File: config.mk
export PLATFORM = sky130hd
export DESIGN_NAME = afeio_top
export DESIGN_NICKNAME = d
export VERILOG_FILES = /design/src/rtl/afeio_pkg.sv /design/src/rtl/afeio_spi_port.sv /design/src/rtl/afeio_top.sv
export SDC_FILE = /design/constraint.sdc
export NUM_CORES = 1
export LEC_CHECK = 0
export BUFFER_PORTS_ARGS = -buffer_cell sky130_fd_sc_hd__buf_4
export CORE_MARGIN = 1.5
export CORE_UTILIZATION = 52
export CTS_BUF_LIST = sky130_fd_sc_hd__clkbuf_8 sky130_fd_sc_hd__clkbuf_16
export DETAILED_ROUTE_END_ITERATION = 7
export PLACE_DENSITY = 0.74
export SYNTH_ARGS = -nofsm -noshare
export SYNTH_HDL_FRONTEND = slang
export SYNTH_SLANG_ARGS = --single-unit
File: constraint.sdc
create_clock -name CLK -period 5.4 [get_ports CLK]
set_clock_uncertainty 0.15 [all_clocks]
set_input_delay 0.54 -clock CLK [delete_from_list [all_inputs] [get_ports CLK]]
set_output_delay 0.54 -clock CLK [all_outputs]
set_load 0.005 [all_outputs]
File: src/rtl/afeio_pkg.sv
// afeio_pkg: constants, configuration and strap types of the serial port and clocking block.
// assumes one system clock; all pin inputs arrive synchronous to it.
package afeio_pkg;

  // ----------------------------------------------------------------
  // serial framing
  // ----------------------------------------------------------------
  localparam int CMD_BITS = 8;
  localparam int DATA_BITS = 8;
  localparam int CMD_RW_POS = 0;
  localparam logic CMD_IS_READ = 1'b1;
  localparam logic [2:0] BIT_CNT_LAST = 3'h7;
  localparam int FRAME_BITS = 24;
  localparam logic [4:0] FRAME_BITS_CNT = 5'h18;

  // ----------------------------------------------------------------
  // clock chain
  // ----------------------------------------------------------------
  localparam logic [1:0] DIGITAL_SAMPLE_CLOCK_DIV_LAST = 2'h3;
  localparam logic [1:0] READY_LOW_LAST = 2'h1;
  localparam int OSR_W = 13;
  localparam logic [OSR_W-1:0] OSR_MIN = 13'h0020;

  // ----------------------------------------------------------------
  // types
  // ----------------------------------------------------------------
  typedef struct packed {
    logic ready_pin_float_select;
    logic external_clock_select;
    logic [1:0] prescale;
    logic [2:0] osr;
  } afeio_cfg_t;

  localparam afeio_cfg_t CFG_DEFAULT = '{
    ready_pin_float_select: 1'b0,
    external_clock_select: 1'b1,
    prescale: 2'h0,
    osr: 3'h3
  };

  typedef struct packed {
    logic strap_gain_bit_hi;
    logic strap_gain_bit_lo;
    logic boost;
    logic strap_oversample_bit_hi;
    logic strap_oversample_bit_lo;
  } afeio_strap_t;

  localparam afeio_strap_t STRAP_RESET = 5'h00;

  typedef enum logic [3:0] {
    SP_IDLE = 4'h1,
    SP_CMD = 4'h2,
    SP_WRITE = 4'h4,
    SP_READ = 4'h8
  } afeio_spi_state_t;

  // ----------------------------------------------------------------
  // decoders
  // ----------------------------------------------------------------
  function automatic logic [2:0] afeio_prescale_last(input logic [1:0] code);
    case (code)
      2'h0: afeio_prescale_last = 3'h0;
      2'h1: afeio_prescale_last = 3'h1;
      2'h2: afeio_prescale_last = 3'h3;
      default: afeio_prescale_last = 3'h7;
    endcase
  endfunction : afeio_prescale_last

  function automatic logic [OSR_W-1:0] afeio_osr_last(input logic [2:0] code);
    afeio_osr_last = (OSR_MIN << code) - 13'h0001;
  endfunction : afeio_osr_last

endpackage : afeio_pkg

File: src/rtl/afeio_spi_port.sv
// afeio_spi_port: command, write and read shifting of the serial-peripheral interface.
// assumes sck edges arrive as one-cycle pulses and the top gates enable with mode and reset.
module afeio_spi_port
  import afeio_pkg::*;
(
  input wire logic clk,
  input wire logic rst_n,
  input wire logic enable,
  input wire logic cs_n,
  input wire logic sck_rise,
  input wire logic sck_fall,
  input wire logic sdi,
  input wire logic [DATA_BITS-1:0] rd_data,
  output logic sdo,
  output logic sdo_oe_n,
  output logic cmd_valid,
  output logic [CMD_BITS-1:0] cmd_byte,
  output logic wr_valid,
  output logic [DATA_BITS-1:0] wr_byte,
  output logic rd_req
);

  afeio_spi_state_t state_r;
  logic [2:0] bit_cnt_r;
  logic [DATA_BITS-1:0] in_sh_r;
  logic [DATA_BITS-1:0] out_sh_r;
  logic active;
  logic [DATA_BITS-1:0] in_nxt;

  assign active = enable & ~cs_n;
  assign in_nxt = {in_sh_r[DATA_BITS-2:0], sdi};

  // ----------------------------------------------------------------
  // transfer sequencing
  // ----------------------------------------------------------------
  always_ff @(posedge clk or negedge rst_n)
  begin
    if (!rst_n)
    begin
      state_r <= SP_IDLE;
      bit_cnt_r <= 3'h0;
      in_sh_r <= 8'h00;
      out_sh_r <= 8'h00;
      sdo <= 1'b0;
      sdo_oe_n <= 1'b1;
      cmd_valid <= 1'b0;
      cmd_byte <= 8'h00;
      wr_valid <= 1'b0;
      wr_byte <= 8'h00;
      rd_req <= 1'b0;
    end
    else
    begin
      cmd_valid <= 1'b0;
      wr_valid <= 1'b0;
      rd_req <= 1'b0;
      if (!active)
      begin
        state_r <= SP_IDLE;
        bit_cnt_r <= 3'h0;
        sdo_oe_n <= 1'b1;
      end
      else
      begin
        case (state_r)
          SP_IDLE, SP_CMD:
          begin
            state_r <= SP_CMD;
            // falling edges are ignored here, so both clock modes work
            if (sck_rise)
            begin
              in_sh_r <= in_nxt;
              bit_cnt_r <= bit_cnt_r + 3'h1;
              if (bit_cnt_r == BIT_CNT_LAST)
              begin
                cmd_valid <= 1'b1;
                cmd_byte <= in_nxt;
                if (in_nxt[CMD_RW_POS] == CMD_IS_READ)
                begin
                  state_r <= SP_READ;
                  rd_req <= 1'b1;
                end
                else
                begin
                  state_r <= SP_WRITE;
                end
              end
            end
          end
          SP_WRITE:
          begin
            if (sck_rise)
            begin
              in_sh_r <= in_nxt;
              bit_cnt_r <= bit_cnt_r + 3'h1;
              if (bit_cnt_r == BIT_CNT_LAST)
              begin
                wr_valid <= 1'b1;
                wr_byte <= in_nxt;
              end
            end
          end
          SP_READ:
          begin
            // input is not sampled while reading: the link is half-duplex
            if (sck_fall)
            begin
              sdo_oe_n <= 1'b0;
              bit_cnt_r <= bit_cnt_r + 3'h1;
              if (bit_cnt_r == 3'h0)
              begin
                sdo <= rd_data[DATA_BITS-1];
                out_sh_r <= {rd_data[DATA_BITS-2:0], 1'b0};
              end
              else
              begin
                sdo <= out_sh_r[DATA_BITS-1];
                out_sh_r <= {out_sh_r[DATA_BITS-2:0], 1'b0};
              end
              if (bit_cnt_r == BIT_CNT_LAST)
              begin
                rd_req <= 1'b1;
              end
            end
          end
          default:
          begin
            state_r <= SP_IDLE;
          end
        endcase
      end
    end
  end

endmodule : afeio_spi_port

File: src/rtl/afeio_top.sv
// afeio_top: pin-level serial port, interface selection, straps and clock chain of the front end.
// assumes every pin input is synchronous to CLK and that sck toggles at most every other cycle.
//
// How it works
// - ready pin driven high or floats per select
// - one low ready pulse per conversion
// - pulse half sample period, output-rate repeat
// - ready pulse ignores serial activity
// - two-wire mode reuses pins as straps
// - straps captured on mode entry and on watchdog in two-wire mode
// - external select picks oscillator or direct clock
// - oscillator pin b selects interface
// - interface pin sampled only after resets
// - prescale field divides timebase by 1/2/4/8
// - chip select frames transfers
// - hard reset blocks serial communication
// - both clock modes accepted
// - sample on rising, shift out falling
// - serial clock independent of master timebase in spi mode; it is the timebase in two-wire mode
// - serial output floats except during reads and in two-wire mode
// - link is half-duplex
// - transfer opens with an 8-bit command
// - two-wire frame sent at every ready event
// - data input ignored while deselected
// - sample clock is modulator clock over four
// - output rate is sample clock over ratio
// - hard reset restores defaults, stops clocks
module afeio_top
  import afeio_pkg::*;
(
  input wire logic CLK,
  input wire logic RESET_N,
  input wire afeio_cfg_t CONFIG,
  input wire logic OSC_TICK,
  input wire logic OSC_A_IN,
  input wire logic OSC_B_IN,
  input wire logic HARD_RESET_N,
  input wire logic WDT_RESET,
  input wire logic CS_N,
  input wire logic SCK,
  input wire logic SDI,
  input wire logic READY_IN,
  input wire logic [FRAME_BITS-1:0] FRAME_DATA,
  input wire logic [DATA_BITS-1:0] RD_DATA,
  output logic READY_OUT,
  output logic READY_OE_N,
  output logic SDO_OUT,
  output logic SDO_OE_N,
  output logic OSC_ENABLE,
  output logic TWO_WIRE_MODE,
  output afeio_strap_t STRAPS,
  output logic REGS_DEFAULT,
  output logic MODULATOR_TICK,
  output logic SAMPLE_TICK,
  output logic OUTPUT_RATE_TICK,
  output logic FRAME_LOAD,
  output logic CMD_VALID,
  output logic [CMD_BITS-1:0] CMD_BYTE,
  output logic WR_VALID,
  output logic [DATA_BITS-1:0] WR_BYTE,
  output logic RD_REQ
);

  // ----------------------------------------------------------------
  // reset release
  // ----------------------------------------------------------------
  logic rst_meta_r;
  logic rst_n;

  always_ff @(posedge CLK or negedge RESET_N)
  begin
    if (!RESET_N)
    begin
      rst_meta_r <= 1'b0;
      rst_n <= 1'b0;
    end
    else
    begin
      rst_meta_r <= 1'b1;
      rst_n <= rst_meta_r;
    end
  end

  // ----------------------------------------------------------------
  // pin edge detection
  // ----------------------------------------------------------------
  logic sck_d_r;
  logic osca_d_r;
  logic hrst_d_r;
  logic sck_rise;
  logic sck_fall;
  logic osca_rise;

  always_ff @(posedge CLK or negedge rst_n)
  begin
    if (!rst_n)
    begin
      sck_d_r <= 1'b0;
      osca_d_r <= 1'b0;
      hrst_d_r <= 1'b1;
    end
    else
    begin
      sck_d_r <= SCK;
      osca_d_r <= OSC_A_IN;
      hrst_d_r <= HARD_RESET_N;
    end
  end

  assign sck_rise = SCK & ~sck_d_r;
  assign sck_fall = ~SCK & sck_d_r;
  assign osca_rise = OSC_A_IN & ~osca_d_r;

  // ----------------------------------------------------------------
  // interface mode and hard reset
  // ----------------------------------------------------------------
  logic two_wire_r;
  logic mode_pending_r;
  logic hard_rst;
  logic hard_release;
  logic enter_two_wire;
  afeio_cfg_t cfg_eff;

  // the reset pin is a strap in two-wire mode, so it resets only in spi mode
  assign hard_rst = ~two_wire_r & ~HARD_RESET_N;
  assign hard_release = ~two_wire_r & HARD_RESET_N & ~hrst_d_r;
  assign cfg_eff = hard_rst ? CFG_DEFAULT : CONFIG;
  assign enter_two_wire = mode_pending_r & ~two_wire_r & cfg_eff.external_clock_select
    & OSC_B_IN;

  always_ff @(posedge CLK or negedge rst_n)
  begin
    if (!rst_n)
    begin
      two_wire_r <= 1'b0;
      mode_pending_r <= 1'b1;
    end
    else
    begin
      if (hard_release || WDT_RESET)
      begin
        mode_pending_r <= 1'b1;
      end
      else if (mode_pending_r)
      begin
        mode_pending_r <= 1'b0;
      end
      if (mode_pending_r)
      begin
        // pin b is the mode strap only while the external clock is chosen
        two_wire_r <= cfg_eff.external_clock_select & OSC_B_IN;
      end
    end
  end

  // ----------------------------------------------------------------
  // strap capture
  // ----------------------------------------------------------------
  afeio_strap_t straps_r;

  always_ff @(posedge CLK or negedge rst_n)
  begin
    if (!rst_n)
    begin
      straps_r <= STRAP_RESET;
    end
    else if (enter_two_wire || (WDT_RESET && two_wire_r))
    begin
      straps_r.strap_gain_bit_hi <= READY_IN;
      straps_r.strap_gain_bit_lo <= OSC_A_IN;
      straps_r.boost <= CS_N;
      straps_r.strap_oversample_bit_hi <= SDI;
      straps_r.strap_oversample_bit_lo <= HARD_RESET_N;
    end
  end

  // ----------------------------------------------------------------
  // clock chain
  // ----------------------------------------------------------------
  logic mclk_tick;
  logic mod_tick;
  logic dm_tick;
  logic dr_tick;
  logic [2:0] osr_code;
  logic [2:0] pre_cnt_r;
  logic [1:0] dm_cnt_r;
  logic [OSR_W-1:0] osr_cnt_r;

  // in two-wire mode the serial clock is the timebase, which the host keeps running
  assign mclk_tick = two_wire_r ? sck_rise
    : (cfg_eff.external_clock_select ? osca_rise : OSC_TICK);
  assign osr_code = two_wire_r
    ? {1'b0, straps_r.strap_oversample_bit_hi, straps_r.strap_oversample_bit_lo}
    : cfg_eff.osr;
  // hard reset stops distribution: no modulator tick leaves the prescaler
  assign mod_tick = mclk_tick & ~hard_rst
    & (pre_cnt_r >= afeio_prescale_last(cfg_eff.prescale));
  assign dm_tick = mod_tick & (dm_cnt_r == DIGITAL_SAMPLE_CLOCK_DIV_LAST);
  assign dr_tick = dm_tick & (osr_cnt_r >= afeio_osr_last(osr_code));

  always_ff @(posedge CLK or negedge rst_n)
  begin
    if (!rst_n)
    begin
      pre_cnt_r <= 3'h0;
      dm_cnt_r <= 2'h0;
      osr_cnt_r <= 13'h0000;
    end
    else if (hard_rst)
    begin
      pre_cnt_r <= 3'h0;
      dm_cnt_r <= 2'h0;
      osr_cnt_r <= 13'h0000;
    end
    else
    begin
      if (mod_tick)
      begin
        pre_cnt_r <= 3'h0;
      end
      else if (mclk_tick)
      begin
        pre_cnt_r <= pre_cnt_r + 3'h1;
      end
      if (mod_tick)
      begin
        dm_cnt_r <= dm_cnt_r + 2'h1;
      end
      if (dr_tick)
      begin
        osr_cnt_r <= 13'h0000;
      end
      else if (dm_tick)
      begin
        osr_cnt_r <= osr_cnt_r + 13'h0001;
      end
    end
  end

  // ----------------------------------------------------------------
  // conversion-ready pulse and pin
  // ----------------------------------------------------------------
  logic ready_low_r;
  logic [1:0] ready_cnt_r;

  // free-running from the clock chain; serial traffic never touches it
  always_ff @(posedge CLK or negedge rst_n)
  begin
    if (!rst_n)
    begin
      ready_low_r <= 1'b0;
      ready_cnt_r <= 2'h0;
    end
    else if (hard_rst)
    begin
      ready_low_r <= 1'b0;
      ready_cnt_r <= 2'h0;
    end
    else if (dr_tick)
    begin
      ready_low_r <= 1'b1;
      ready_cnt_r <= 2'h0;
    end
    else if (ready_low_r && mod_tick)
    begin
      // two modulator ticks make half a sample period
      if (ready_cnt_r == READY_LOW_LAST)
      begin
        ready_low_r <= 1'b0;
      end
      ready_cnt_r <= ready_cnt_r + 2'h1;
    end
  end

  always_ff @(posedge CLK or negedge rst_n)
  begin
    if (!rst_n)
    begin
      READY_OUT <= 1'b1;
      READY_OE_N <= 1'b1;
    end
    else
    begin
      READY_OUT <= ~ready_low_r;
      READY_OE_N <= two_wire_r | hard_rst
        | ~(cfg_eff.ready_pin_float_select | ready_low_r);
    end
  end

  // ----------------------------------------------------------------
  // two-wire output frame
  // ----------------------------------------------------------------
  logic [FRAME_BITS-1:0] frame_sh_r;
  logic [4:0] frame_left_r;
  logic frame_sdo_r;

  always_ff @(posedge CLK or negedge rst_n)
  begin
    if (!rst_n)
    begin
      frame_sh_r <= 24'h000000;
      frame_left_r <= 5'h00;
      frame_sdo_r <= 1'b0;
    end
    else if (!two_wire_r)
    begin
      frame_left_r <= 5'h00;
      frame_sdo_r <= 1'b0;
    end
    else if (dr_tick)
    begin
      frame_sh_r <= FRAME_DATA;
      frame_left_r <= FRAME_BITS_CNT;
    end
    else if (sck_fall && (frame_left_r != 5'h00))
    begin
      frame_sdo_r <= frame_sh_r[FRAME_BITS-1];
      frame_sh_r <= {frame_sh_r[FRAME_BITS-2:0], 1'b0};
      frame_left_r <= frame_left_r - 5'h01;
    end
  end

  // ----------------------------------------------------------------
  // serial-peripheral port
  // ----------------------------------------------------------------
  logic spi_sdo;
  logic spi_sdo_oe_n;

  afeio_spi_port u_spi (
    .clk(CLK),
    .rst_n(rst_n),
    .enable(~two_wire_r & ~hard_rst),
    .cs_n(CS_N),
    .sck_rise(sck_rise),
    .sck_fall(sck_fall),
    .sdi(SDI),
    .rd_data(RD_DATA),
    .sdo(spi_sdo),
    .sdo_oe_n(spi_sdo_oe_n),
    .cmd_valid(CMD_VALID),
    .cmd_byte(CMD_BYTE),
    .wr_valid(WR_VALID),
    .wr_byte(WR_BYTE),
    .rd_req(RD_REQ)
  );

  // ----------------------------------------------------------------
  // pin and status registers
  // ----------------------------------------------------------------
  always_ff @(posedge CLK or negedge rst_n)
  begin
    if (!rst_n)
    begin
      SDO_OUT <= 1'b0;
      SDO_OE_N <= 1'b1;
      OSC_ENABLE <= 1'b0;
      TWO_WIRE_MODE <= 1'b0;
      STRAPS <= STRAP_RESET;
      REGS_DEFAULT <= 1'b1;
      MODULATOR_TICK <= 1'b0;
      SAMPLE_TICK <= 1'b0;
      OUTPUT_RATE_TICK <= 1'b0;
      FRAME_LOAD <= 1'b0;
    end
    else
    begin
      SDO_OUT <= two_wire_r ? frame_sdo_r : spi_sdo;
      SDO_OE_N <= two_wire_r ? 1'b0 : (spi_sdo_oe_n | hard_rst);
      OSC_ENABLE <= ~two_wire_r & ~cfg_eff.external_clock_select;
      TWO_WIRE_MODE <= two_wire_r;
      STRAPS <= straps_r;
      REGS_DEFAULT <= hard_rst;
      MODULATOR_TICK <= mod_tick;
      SAMPLE_TICK <= dm_tick;
      OUTPUT_RATE_TICK <= dr_tick;
      FRAME_LOAD <= dr_tick & two_wire_r;
    end
  end

endmodule : afeio_top

# [Yosys cells after proc, flatten, opt, wreduce, memory -nomap -nowiden]
# Cells that the tools add are included.
[word_totals] register_bits=122 output_inout_bits=35 word_cells=191
[op_classes] addsub=7 n_lt_le_gt_ge=2 eq_ne=18 shifts=1 n_mux=57 bitwise=33 reduce_logical=26
[ops] cell="24-bit two-way mux" count=2
[ops] cell="13-bit two-way mux" count=3
[ops] cell="1-bit two-way mux" count=27
[ops] cell="3-bit two-way mux" count=7
[ops] cell="1-bit AND" count=18
[ops] cell="4-bit two-way mux" count=4
[ops] cell="5-bit two-way mux" count=3
[ops] cell="13-bit by 1-bit adder with 13-bit output, second input constant" count=1
[ops] cell="13-bit greater-or-equal comparator" count=1
[ops] cell="6-bit by 3-bit left shift with 13-bit output, first input constant" count=1
[ops] cell="13-bit by 1-bit subtractor with 13-bit output, second input constant" count=1
[ops] cell="3-bit nonzero test" count=4
[ops] cell="1-bit NOT" count=11
[ops] cell="2-bit two-way mux" count=5
[ops] cell="3-bit inequality test, second input constant" count=3
[ops] cell="3-bit case mux with 3 select lines" count=1
[ops] cell="3-bit AND reduction" count=3
[ops] cell="8-bit two-way mux" count=1
[ops] cell="2-bit inequality test, second input constant" count=4
[ops] cell="4-bit case mux with 2 select lines" count=1
[ops] cell="2-bit AND reduction" count=4
[ops] cell="4-bit AND reduction" count=2
[ops] cell="7-bit two-way mux" count=1
[ops] cell="3-bit by 1-bit adder with 3-bit output, second input constant" count=2
[ops] cell="other kinds (23)" count=34

# [Longest topological paths before layout]
[depth] ltp_word=11 depth_mapped=15

# [By module]
# Synthesis repeated with hierarchy kept, for this count alone.
[hier_totals] cells_unflattened=499 hier_area_um2=5808.1
[modules_own_cells] module="afeio_top" n_inst=1 cells_each=345 area_per_inst_um2=3822.4 seq_area_each_um2=1984.4
[modules_own_cells] module="afeio_spi_port" n_inst=1 cells_each=154 area_per_inst_um2=1985.7 seq_area_each_um2=1053.5

# [Worst setup path before layout]
# OpenSTA, ideal clock, no wires.
[synth_path] path_type="flip-flop to flip-flop" from="register two_wire_r" to="register frame_sh_r[15]" arrival_ns=3.125 required_time_ns=5.119 slack_ns=1.994 stages_incl_launch_ff=14 path_cell_list="dfrtp_1 > nand2b_2 > o22a_1 > a21oi_1 > nand2_1 > ha_1 > ha_1 > a21o_1 > a21o_1 > a221o_1 > nor3b_4 > o31ai_4 > buf_6 > a221oi_2"
[synth_via] elab_chain_len=11 elab_cells_between_ends=22 cone_classes="add/sub (1); order compare (2); eq/ne (2); shift (1); mux (6); bitwise (7); reduce/logical (3)"
[synth_rtl] element="from (decl)" line_no="afeio_top.sv:117" text="logic two_wire_r;"
[synth_rtl] element="from (signal assigned)" line_no="afeio_top.sv:151" text="two_wire_r <= cfg_eff.external_clock_select & OSC_B_IN;"
[synth_rtl] element="branches (longest 11 deep; another with 13-bit by 1-bit subtractor with 13-bit output)"
[synth_rtl] element="to (signal assigned)" line_no="afeio_top.sv:318" text="frame_sh_r <= {frame_sh_r[FRAME_BITS-2:0], 1'b0};"
[synth_rtl] element="to (decl)" line_no="afeio_top.sv:293" text="logic [FRAME_BITS-1:0] frame_sh_r;"
# Several ways; the timed one is not identified.
# A chain may end at the register's enable or synchronous reset.

# [Final worst setup path]
[layout_path] from="register two_wire_r" to="register frame_sh_r[23]"
# The elaborated chain is that of the path after synthesis.

==> flow_summary.json <==
{
  "dp_slack_ps": 1370,
  "cp-start-kind": "flop",
  "peakVddDrop_mv": 0.313,
  "finalSetupViolCount": 0,
  "clk_latency_ps": 530,
  "antenna_found_initial": 0,
  "hold_viol_final": 0,
  "drt_iter0_drc": 296,
  "synth-seq-cells": 121,
  "utilization_pct": 66.0,
  "rows": 38,
  "yosys.cell_types.count": 70,
  "power.density_mw_per_mm2": 315,
  "cts_max_path_buffers": 2,
  "finalSetupTns_ps": 0,
  "dr.pass1.iters": 4,
  "place_congestion": 0.887,
  "slew_violations": 0,
  "crit_fanout": 24,
  "die_h_um": 109,
  "reg2reg_setup_slack_ps": 1310,
  "ys.warnings.count": 0,
  "fill_cells": 812,
  "finalCritPeriodShare_pct": 75.8,
  "cts_resized": 0,
  "grt_use_total_pct": 22.8,
  "fin_crit_ps": 4090,
  "p_leak_nw": 3.49,
  "synth_top_area_share_pct": 48.4,
  "synthCells": 524,
  "hold_depth": 2,
  "drt-total-wl_um": 12400,
  "die_w_um": 109,
  "vias": 4246,
  "cts-root-buf": "clkbuf_8",
  "areaGrowthSynthToFinish_pct": 22.9,
  "synth_commonest_cells": "113 x dfrtp_1, 53 x nor2_1, 40 x inv_1",
  "wl_per_cell_um": 16.1,
  "tightest_slew_ps": 935,
  "status": "finished clean",
  "hp-start": "CONFIG[5]",
  "drive_gt1_share_pct": 29.3,
  "die_area_mm2": 0.0119,
  "hpwl_um": 8650,
  "critPathKind": "flop to flop",
  "htree_levels": 4,
  "rsz0062_at_grt": "no",
  "cts_sinks": 121,
  "synth_edf_count": 0,
  "coreArea_mm2": 0.0109,
  "crit_required_ps": 5620,
  "path_clk_slew_ps": 60,
  "yosysMostFrequentCell": "dfrtp_1",
  "relSlewSlack_pct": 37.3,
  "synth_area_leaders": "dfrtp_1 48%, a221oi_2 4.9%, ha_1 4.5%, dfstp_2 3.6%, nor2_1 3.4%",
  "timing.fmax_mhz": 244,
  "nets": 689,
  "hold_path_class": "primary input to flop",
  "hold_end": "OSC_ENABLE",
  "ys.flop_type": "dfrtp_1",
  "drc": 0,
  "synthArstFlopShare_pct": 100,
  "numCtsBuffers": 17,
  "rr_startpoint": "two_wire_r",
  "yosysSeqAreaShare_pct": 52.0,
  "port_buffers": 84,
  "placed_area_mm2": 0.00661,
  "end_kind": "flop",
  "cap_violations": 0,
  "grt_max_degree": 70,
  "grt-ovfl-total": 0,
  "grt_pass1_wl_um": 20400,
  "syn-mean-instance-area_um2": 11.2,
  "n_antenna_cell": 0,
  "synth_area_leader_cell": "dfrtp_1",
  "grt_pass1_vias": 4350,
  "viasPerCell": 5.51,
  "synth_area_mm2": 0.00585,
  "initial_core_util_pct": 53.7,
  "fin_area_mm2": 0.00718,
  "reg2reg_to": "frame_sh_r[23]",
  "cp.arrival_ps": 4320,
  "cts_tree": "built",
  "ant_nets": 0,
  "fin_ws_ps": 1310,
  "ioPinCount": 85,
  "r2r_cells": 13
}
-- worst max path at each step --
stage                     from         endpoint  depth (start not counted)
global placement    two_wire_r   frame_sh_r[12]                         13
global route        two_wire_r  frame_left_r[1]                         14
CTS                 two_wire_r   frame_sh_r[23]                         13
floorplan                rst_n       FRAME_LOAD                          0
detailed placement  two_wire_r   frame_sh_r[23]                         13
finish              two_wire_r   frame_sh_r[23]                         13
-- area by class of cell --
| class | instances | area, um2 | share of cell area (%) |
|---|---|---|---|
| clock buffer | 18 | 428 | 5.96 |
| tap | 140 | 175 | 2.44 |
| inverter | 43 | 161 | 2.25 |
| multi-input combinational | 342 | 2560 | 35.6 |
| clock inverter | 14 | 109 | 1.52 |
| sequential | 121 | 3040 | 42.4 |
| timing repair buffer | 93 | 708 | 9.86 |
-- critical path: stages (launching register included) --
cell      delay, ps
dfrtp_1         720
inv_2           180
o22a_1          300
a21oi_1         190
nand2_1         110
ha_1            300
ha_1            300
a21o_1          190
a21o_1          170
a221o_1         360
nor3b_4         180
o31ai_4         230
buf_4           390
a221oi_1        160
-- registers in the layout (all words and copies together), names as in the netlist, 2 cells and up --
register         flops
straps_r             5
u_spi.state_r        4
frame_sh_r          24
pre_cnt_r            3
u_spi.wr_byte        8
u_spi.in_sh_r        7
frame_left_r         5
osr_cnt_r           13
u_spi.bit_cnt_r      3
u_spi.cmd_byte       8
dm_cnt_r             2
ready_cnt_r          2
STRAPS               5
u_spi.out_sh_r       7
-- per-stage QoR --
step | hold slack, ps | power [mW] | cells
finish | 51.7 | 2.26 | 771
global route | 31.0 | 2.36 | 771
CTS | 22.9 | 2.28 | 771
detailed placement | 175 | 1.26 | 735
global placement | 175 | 1.24 | 735
floorplan | 94.4 | 1.15 | 525
-- layout by cell type (no fill, tap or decap), drive strengths merged, types with 7 or more instances in the layout --
master	instances
dfstp	8
xnor2	13
a21oi	22
nand2	31
nand3	10
dfrtp	113
mux2	30
buf	89
nor2	54
clkbuf	18
a221oi	23
ha	21
nor2b	7
inv	47
xor2	7
mux2i	8
o21ai	22
nor3	34
-- metal layers --
layer	part of all wire, %	track usage [%]	vias up
li1	-	-	2028
met1	43	28.4	2066
met2	48	36.4	133
met3	6.3	7.11	19
met4	2.2	9.87	0
met5	0	0	-
-- repair_timing --
action	4_1_cts	5_1_grt
endpoints found under the hold margin	5	0
hold buffers	4	0
buffers inserted	0	0
-- report_power, final --
| group | switching, mW | internal [mW] | total, mW | leakage [nW] |
|---|---|---|---|---|
| Combinational | 0.131 | 0.109 | 0.240 | 1.73 |
| Sequential | 0.0488 | 0.956 | 1.01 | 1.50 |
| Clock | 0.403 | 0.614 | 1.02 | 0.267 |
-- kinds of logic (layout without fill, tap and decap cells) --
kind of cell	count (synthesis)	count (layout)	synth area share, %
AOI/OAI and AO/OA	94	94	14.0
xor gates and xnor gates	20	20	3.00
adders and majority gates	21	21	4.49
buffers and inverters	62	168	4.52
DFF	121	121	52.0
muxes	38	38	7.66
other	1	2	0.0642
and+or+nand+nor	167	167	14.3
(Power assumes the default switching activity.)
